[src/hdl/ccr_pkg.sv]
// shared constants and types for the clock run request block
`default_nettype none

package ccr_pkg;

    // number of internal interrupt lines routed to the serial irq block
    localparam int unsigned CCR_IRQ_W = 16;
    // number of internal dma request lines
    localparam int unsigned CCR_DRQ_W = 4;

    // width of the edge counters
    localparam int unsigned CCR_CNT_W = 2;
    // sampled-high clock edges required before the line may be pulled low
    localparam logic [CCR_CNT_W-1:0] CCR_HIGH_MIN = 2'h2;
    // clock rising edges the line is held low once pulled
    localparam logic [CCR_CNT_W-1:0] CCR_HOLD_EDGES = 2'h2;
    // counter reset value
    localparam logic [CCR_CNT_W-1:0] CCR_CNT_ZERO = 2'h0;
    // counter increment
    localparam logic [CCR_CNT_W-1:0] CCR_CNT_ONE = 2'h1;

    // level driven onto the open-drain line while enabled
    localparam logic CCR_LINE_LOW = 1'h0;
    // reset value of the synchronised line (pulled up, idle high)
    localparam logic CCR_LINE_IDLE = 1'h1;

    // internal sources that may ask for the clock
    typedef struct packed {
        logic [CCR_IRQ_W-1:0] irq;
        logic [CCR_DRQ_W-1:0] drq;
    } ccr_src_t;

    // completion strobes from the host-side transfer logic
    typedef struct packed {
        logic sirq_done;
        logic dma_done;
    } ccr_done_t;

    // request sequencer states
    typedef enum logic [1:0] {
        CCR_ST_IDLE  = 2'b00,
        CCR_ST_DRIVE = 2'b01
    } ccr_state_t;

endpackage : ccr_pkg

`default_nettype wire

[src/hdl/ccr_clock_run_request.sv]
// clock run request logic: asks a stopped bus clock to restart for pending events
`timescale 1ns/10ps
`default_nettype none

module ccr_clock_run_request (
    // clock and reset
    input wire logic clk_sys_i,
    input wire logic rst_i,
    // configuration
    input wire logic irq_clock_run_enable_i,
    // internal event sources
    input wire ccr_pkg::ccr_src_t src_i,
    // host-side delivery completion strobes
    input wire ccr_pkg::ccr_done_t done_i,
    // bus clock, sampled as an ordinary input
    input wire logic pci_clk_i,
    // shared open-drain clock run line
    input wire logic clkrun_n_i,
    output logic clkrun_n_o,
    output logic clkrun_n_oe_o,
    // status
    output logic clock_restart_event_o,
    output logic restart_pending_o,
    output logic line_stopped_o
);
    import ccr_pkg::*;

    ////////////////////////////////////////////////////////////////////////////
    // declarations
    ////////////////////////////////////////////////////////////////////////////

    logic line_sync;
    logic pci_edge;

    logic [CCR_IRQ_W-1:0] irq_last_reg;
    logic [CCR_DRQ_W-1:0] drq_last_reg;
    logic [CCR_IRQ_W-1:0] irq_change;
    logic [CCR_DRQ_W-1:0] drq_assert;
    logic clock_restart_event;

    logic pending_reg;
    logic pending_next;
    logic delivered;

    logic [CCR_CNT_W-1:0] high_cnt_reg;
    logic [CCR_CNT_W-1:0] high_cnt_next;
    logic high_ok;

    logic [CCR_CNT_W-1:0] hold_cnt_reg;
    logic [CCR_CNT_W-1:0] hold_cnt_next;

    ccr_state_t state_reg;
    ccr_state_t state_next;

    logic start_drive;
    logic drive_done;

    logic drive_level_reg;
    logic oe_reg;
    logic oe_next;
    logic event_reg;

    ////////////////////////////////////////////////////////////////////////////
    // synchronisers for the line and the bus clock
    ////////////////////////////////////////////////////////////////////////////

    // line state, resync before any decision
    ccr_sync u_line_sync (
        .clk_sys_i (clk_sys_i),
        .rst_i (rst_i),
        .async_i (clkrun_n_i),
        .sync_o (line_sync),
        .rise_o ()
    );

    // bus clock rising edges as one-cycle enables
    ccr_sync u_pci_sync (
        .clk_sys_i (clk_sys_i),
        .rst_i (rst_i),
        .async_i (pci_clk_i),
        .sync_o (),
        .rise_o (pci_edge)
    );

    ////////////////////////////////////////////////////////////////////////////
    // restart event detection
    ////////////////////////////////////////////////////////////////////////////

    // remember previous source levels every system cycle
    always_ff @(posedge clk_sys_i) begin
        if (rst_i) begin
            irq_last_reg <= '0;
            drq_last_reg <= '0;
        end else begin
            irq_last_reg <= src_i.irq;
            drq_last_reg <= src_i.drq;
        end
    end

    // either-edge change per interrupt line
    genvar gi;
    generate
        for (gi = 0; gi < CCR_IRQ_W; gi++) begin : g_irq
            assign irq_change[gi] = src_i.irq[gi] ^ irq_last_reg[gi];
        end
    endgenerate

    // assertion edge per dma request line
    genvar gd;
    generate
        for (gd = 0; gd < CCR_DRQ_W; gd++) begin : g_drq
            assign drq_assert[gd] = src_i.drq[gd] & ~drq_last_reg[gd];
        end
    endgenerate

    // any event counts only while the function is enabled
    assign clock_restart_event = irq_clock_run_enable_i
                                 & ((|irq_change) | (|drq_assert));

    ////////////////////////////////////////////////////////////////////////////
    // pending event latch
    ////////////////////////////////////////////////////////////////////////////

    // a finished serial irq or dma cycle delivers the event
    assign delivered = done_i.sirq_done | done_i.dma_done;

    // new event wins over a same-cycle delivery
    always_comb begin
        pending_next = pending_reg;
        if (!irq_clock_run_enable_i) begin
            pending_next = 1'h0;
        end else if (clock_restart_event) begin
            pending_next = 1'h1;
        end else if (delivered) begin
            pending_next = 1'h0;
        end
    end

    // pending latch register
    always_ff @(posedge clk_sys_i) begin
        if (rst_i) begin
            pending_reg <= 1'h0;
        end else begin
            pending_reg <= pending_next;
        end
    end

    ////////////////////////////////////////////////////////////////////////////
    // consecutive high sampling
    ////////////////////////////////////////////////////////////////////////////

    // count clock edges with the line high, restart on low
    always_comb begin
        high_cnt_next = high_cnt_reg;
        if (!line_sync) begin
            high_cnt_next = CCR_CNT_ZERO;
        end else if (pci_edge && high_cnt_reg != CCR_HIGH_MIN) begin
            high_cnt_next = high_cnt_reg + CCR_CNT_ONE;
        end
    end

    // high counter register
    always_ff @(posedge clk_sys_i) begin
        if (rst_i) begin
            high_cnt_reg <= CCR_CNT_ZERO;
        end else begin
            high_cnt_reg <= high_cnt_next;
        end
    end

    // line stopped and stable long enough
    assign high_ok = line_sync && (high_cnt_reg == CCR_HIGH_MIN);

    ////////////////////////////////////////////////////////////////////////////
    // request sequencer
    ////////////////////////////////////////////////////////////////////////////

    // begin a pull-low when something pending and the clock is stopped
    assign start_drive = irq_clock_run_enable_i && pending_reg && high_ok;
    // second rising clock edge while holding ends the pull
    assign drive_done = pci_edge && (hold_cnt_reg == CCR_HOLD_EDGES - CCR_CNT_ONE);

    // next state
    always_comb begin
        state_next = state_reg;
        unique case (state_reg)
            CCR_ST_IDLE: begin
                if (start_drive) begin
                    state_next = CCR_ST_DRIVE;
                end
            end
            CCR_ST_DRIVE: begin
                if (!irq_clock_run_enable_i || drive_done) begin
                    state_next = CCR_ST_IDLE;
                end
            end
            default: begin
                state_next = CCR_ST_IDLE;
            end
        endcase
    end

    // state register
    always_ff @(posedge clk_sys_i) begin
        if (rst_i) begin
            state_reg <= CCR_ST_IDLE;
        end else begin
            state_reg <= state_next;
        end
    end

    // count clock edges seen while holding the line low
    always_comb begin
        hold_cnt_next = hold_cnt_reg;
        if (state_next != CCR_ST_DRIVE) begin
            hold_cnt_next = CCR_CNT_ZERO;
        end else if (state_reg == CCR_ST_DRIVE && pci_edge) begin
            hold_cnt_next = hold_cnt_reg + CCR_CNT_ONE;
        end
    end

    // hold counter register
    always_ff @(posedge clk_sys_i) begin
        if (rst_i) begin
            hold_cnt_reg <= CCR_CNT_ZERO;
        end else begin
            hold_cnt_reg <= hold_cnt_next;
        end
    end

    ////////////////////////////////////////////////////////////////////////////
    // open-drain driver and status
    ////////////////////////////////////////////////////////////////////////////

    // enable follows the next state so the pull starts with the request
    assign oe_next = (state_next == CCR_ST_DRIVE) && irq_clock_run_enable_i;

    // driver registers
    always_ff @(posedge clk_sys_i) begin
        if (rst_i) begin
            oe_reg <= 1'h0;
            drive_level_reg <= CCR_LINE_LOW;
        end else begin
            oe_reg <= oe_next;
            drive_level_reg <= CCR_LINE_LOW;
        end
    end

    // event strobe for observers
    always_ff @(posedge clk_sys_i) begin
        if (rst_i) begin
            event_reg <= 1'h0;
        end else begin
            event_reg <= clock_restart_event;
        end
    end

    // outputs
    assign clkrun_n_o = drive_level_reg;
    assign clkrun_n_oe_o = oe_reg;
    assign clock_restart_event_o = event_reg;
    assign restart_pending_o = pending_reg;
    assign line_stopped_o = line_sync;

endmodule : ccr_clock_run_request

`default_nettype wire

[src/hdl/ccr_sync.sv]
// two-stage synchroniser with a rising-edge pulse on the synchronised side
`timescale 1ns/10ps
`default_nettype none

module ccr_sync (
    // clock and reset
    input wire logic clk_sys_i,
    input wire logic rst_i,
    // asynchronous level in
    input wire logic async_i,
    // synchronised level and its rising edge
    output logic sync_o,
    output logic rise_o
);
    import ccr_pkg::*;

    logic meta_reg;
    logic sync_reg;
    logic last_reg;

    // first stage feeds only the second stage
    always_ff @(posedge clk_sys_i) begin
        if (rst_i) begin
            meta_reg <= CCR_LINE_IDLE;
            sync_reg <= CCR_LINE_IDLE;
        end else begin
            meta_reg <= async_i;
            sync_reg <= meta_reg;
        end
    end

    // previous synchronised value for edge detection
    always_ff @(posedge clk_sys_i) begin
        if (rst_i) begin
            last_reg <= CCR_LINE_IDLE;
        end else begin
            last_reg <= sync_reg;
        end
    end

    // outputs
    assign sync_o = sync_reg;
    assign rise_o = sync_reg & ~last_reg;

endmodule : ccr_sync

`default_nettype wire

[config.mk]
export PLATFORM = sky130hd
export DESIGN_NAME = ccr_clock_run_request
export DESIGN_NICKNAME = d
export VERILOG_FILES = /design/src/hdl/ccr_pkg.sv /design/src/hdl/ccr_clock_run_request.sv /design/src/hdl/ccr_sync.sv
export SDC_FILE = /design/constraint.sdc
export NUM_CORES = 1
export LEC_CHECK = 0
export BUFFER_PORTS_ARGS = -buffer_cell sky130_fd_sc_hd__buf_2
export CAP_MARGIN = 25
export CORE_MARGIN = 1.5
export CORE_UTILIZATION = 50
export DETAILED_ROUTE_END_ITERATION = 16
export MAX_ROUTING_LAYER = met4
export PLACE_DENSITY = 0.86
export SLEW_MARGIN = 10
export SYNTH_ARGS = -nofsm -noshare
export SYNTH_HDL_FRONTEND = slang
export SYNTH_SLANG_ARGS = --single-unit
[constraint.sdc]
create_clock -name clk_sys_i -period 1.8 [get_ports clk_sys_i]
set_input_delay 0.18 -clock clk_sys_i [delete_from_list [all_inputs] [get_ports clk_sys_i]]
set_output_delay 0.18 -clock clk_sys_i [all_outputs]
set_load 0.02 [all_outputs]
==> summary.txt <==
Logic synthesis
  – Top post-synthesis cells by count: 34 x dfxtp_1, 18 x xnor2_1, 11 x nor2b_1
  – Yosys reg bits: 34
  – Synth area leaders: dfxtp_1 55%, xnor2_1 13%, nor2b_1 5.6%
  – Yosys top cell by area: dfxtp_1
  – Netlist cell types: 25
  – Count leader, synth: dfxtp_1
  – Post-synth EDFFs: 0
  – Post-Synthesis Cells: 116
  – Syn Area/Cell: roughly 11 sq um
  – Ys async rst share: 0%
  – Syn Std Cell Area: 1230 sq um
  – Synth top area share: a little under three fifths
  – Yosys warns: 0
  – Main synth FF type: dfxtp_1
  – Post-synthesis sequential area ratio: around 55%

Hold path
  – Hold Path Depth: 2
  – Hold Path End: u_pci_sync.meta_reg$_SDFF_PP1_
  – Worst min-delay path startpoint: pci_clk_i
  – Worst Hold Class: in -> reg

Setup path
  – Worst-path maximum fanout: 4
  – Critical Path End Type: flip-flop
  – Worst setup path class: reg -> reg
  – Worst EP arrival: roughly 1.7 ns
  – R2r startpoint: hold_cnt_reg[1]$_SDFFE_PP0P_
  – R2R setup slack: between 0.3 and 0.4 ns
  – CP Data Required Time: approximately 2.1 ns
  – Critical path startpoint category: flip-flop
  – Reg-to-reg endpoint: hold_cnt_reg[1]$_SDFFE_PP0P_
  – Worst Reg-to-Reg Cells: 5

Floorplan
  – Die Y: between 50 and 60 um
  – Starting Density: a little over half
  – Rows: 17
  – Core ar.: 2280 sq um
  – IO Count: 32
  – Die area: between 2000 and 3000 sq um
  – Die width: 52.7 um

Pwr
  – PwrDens: between 900 and 1000 nW/um^2
  – Net Sw Power: about 320 uW
  – Internal power: ~1.1 mW
  – Worst vdd ir: approximately 0.66 mV
  – Total Power: between 1 and 1.5 mW
  – Pleak: about 0.65 nW
  – Net Sw Frac: roughly 22%
  – Flop pwr share: 54.3%
  – Comb pwr share: roughly 8.7%
  – Power share of the clock group: between 30% and 40%

Route
  – 1st-pass router iterations: 4
  – ANT nets after route: 0
  – Detailed Route Iter0 Violations: 10
  – Routed wire length: between 2 and 2.5 mm
  – DRC: 0
  – Vias: roughly 860
  – WL/cell: ~11 um
  – Vias/cell: 4.75

Clocking
  – Post-CTS Hold Fix Bufs: 0
  – H-tree levels: 2
  – Clock buffer count from CTS: 5
  – CTS tree: built
  – Clock transition at path regs: between 0.1 and 0.15 ns
  – Postcts setup bufs: 0
  – Latest clock arrival within the worst-skew pair: 0.33 ns
  – Post_cts resized: 0
  – Maximum root-to-sink buffer count: 2
  – Number of clock sinks: 34
  – Clk Tree Root Cell: clkbuf_4

STA
  – Setup TNS: 0 ns
  – Minimum clock period: about 1.5 ns
  – Final Hold Violating Endpoints: 0
  – Clock Skews: 0.00880 ns
  – Pins Over Slew Limit: 0
  – Unrepaired setup endpoints after global routing: no
  – Part of the cycle the worst path needs: 81.8%
  – Max Fclk: 0.679 GHz
  – # setup viols final: 0
  – Hold_ws: around 0.022 ns

Final layout
  – Nets: approximately 180
  – ANT cells: 0
  – Filler cells: around 180
  – Final Instance Count excl. Fillers: 181
  – Share of cells above drive strength 1: approximately a third
  – Number of flip-flops in the largest register: 16
  – Area Overhead vs Synth: 21.4%
  – Finished Cell Area: roughly 1500 sq um

Outcome
  – Status: finished, final reports clean

Global routing
  – Initial antenna violation count: 0
  – Largest net degree at the start of global routing: 27
  – GRT Util Overall: between 10% and 20%
  – Grt ovf: 0
  – First-pass GRT wire length: 3.64 mm
  – Number of global-route vias before repair: 925

Job
  – Max-capacitance violation count: 0

Placement
  – RD Place Congestion: slightly above 0.8
  – Final HPWL DP: between 1.5 and 2 mm
  – Dpl cells: approximately 170
  – Placed cell area: ~1400 sq um
  – Port Buf Inserts: 30
## per-layer routing
| metal | global-route usage (%) | share of wire (%) | vias up |
|---|---|---|---|
| li1 | - | - | 441 |
| met5 | - | 0 | - |
| met2 | 31.9 | 51 | 28 |
| met4 | 7.69 | 0.49 | 0 |
| met3 | 8.86 | 6.1 | 2 |
| met1 | 18.8 | 42 | 388 |
## through the flow
stage	utilization [%]	setup slack (ns)
after floorplan	-	0.428
after global placement	62.2	0.408
after detailed placement	62.2	0.362
after CTS	65.8	0.327
after global routing	65.8	0.247
final	65.8	0.327
## cell type report
cell class | count | area [sq um] | area share (%)
tap | 28 | 35.0 | 2.34
multi-input combinational | 72 | 512 | 34.2
sequential | 34 | 681 | 45.4
inverter | 8 | 30.0 | 2.01
clock buffer | 5 | 37.5 | 2.51
clock inverter | 3 | 45.0 | 3.01
timing repair buffer | 31 | 158 | 10.5
## worst max path at each step
stage / startpoint / endpoint / slack (ns) / cells past startpoint
after floorplan: hold_cnt_reg[1]$_SDFFE_PP0P_ / hold_cnt_reg[1]$_SDFFE_PP0P_ / 0.43 / 5
after global placement: hold_cnt_reg[1]$_SDFFE_PP0P_ / hold_cnt_reg[1]$_SDFFE_PP0P_ / 0.41 / 5
after detailed placement: hold_cnt_reg[1]$_SDFFE_PP0P_ / hold_cnt_reg[1]$_SDFFE_PP0P_ / 0.36 / 5
after CTS: hold_cnt_reg[1]$_SDFFE_PP0P_ / hold_cnt_reg[1]$_SDFFE_PP0P_ / 0.33 / 5
after global routing: hold_cnt_reg[1]$_SDFFE_PP0P_ / hold_cnt_reg[1]$_SDFFE_PP0P_ / 0.25 / 5
final: hold_cnt_reg[1]$_SDFFE_PP0P_ / hold_cnt_reg[1]$_SDFFE_PP0P_ / 0.33 / 5
## worst max-delay path, cell delays in order (launching register included)
cell and delay (ns):
dfxtp_1 0.35, inv_1 0.05, ha_1 0.17, and4b_1 0.18
or4_4 0.50, a211oi_2 0.15
## cell usage in the layout (no fill, tap or decap), types with 2 or more instances in the layout
cell type	count
clkbuf_4	5
and2b_1	5
nand4_1	4
nor2b_1	11
nor2_1	9
or2_2	5
xnor2_1	18
a31oi_1	2
inv_1	8
ha_1	2
o22ai_1	2
dfxtp_1	34
conb_1	2
buf_2	30
nor3_1	2
clkinvlp_4	2
## power groups by stage
| stage | Sequential, mW | Clock (mW) | Combinational, mW |
|---|---|---|---|
| 3_3_place_gp | 0.816 | 0 | 0.123 |
| 3_5_place_dp | 0.818 | 0 | 0.129 |
| 5_1_grt | 0.804 | 0.600 | 0.143 |
| 2_1_floorplan | 0.819 | 0 | 0.0753 |
| 6_report | 0.800 | 0.546 | 0.127 |
| 4_1_cts | 0.801 | 0.565 | 0.129 |
## cells by family after synthesis
family | Yosys count | synth area share, %
AND/OR/NAND/NOR | 43 | 22.0
flip-flops | 34 | 55.2
XOR/XNOR | 18 | 12.8
buffers and inverters | 11 | 3.65
AO/OA/AOI/OAI | 7 | 4.06
adder cells (fa/ha/maj) | 2 | 2.03
other | 1 | 0.304
No activity file was read; power rests on OpenSTA's default activity.
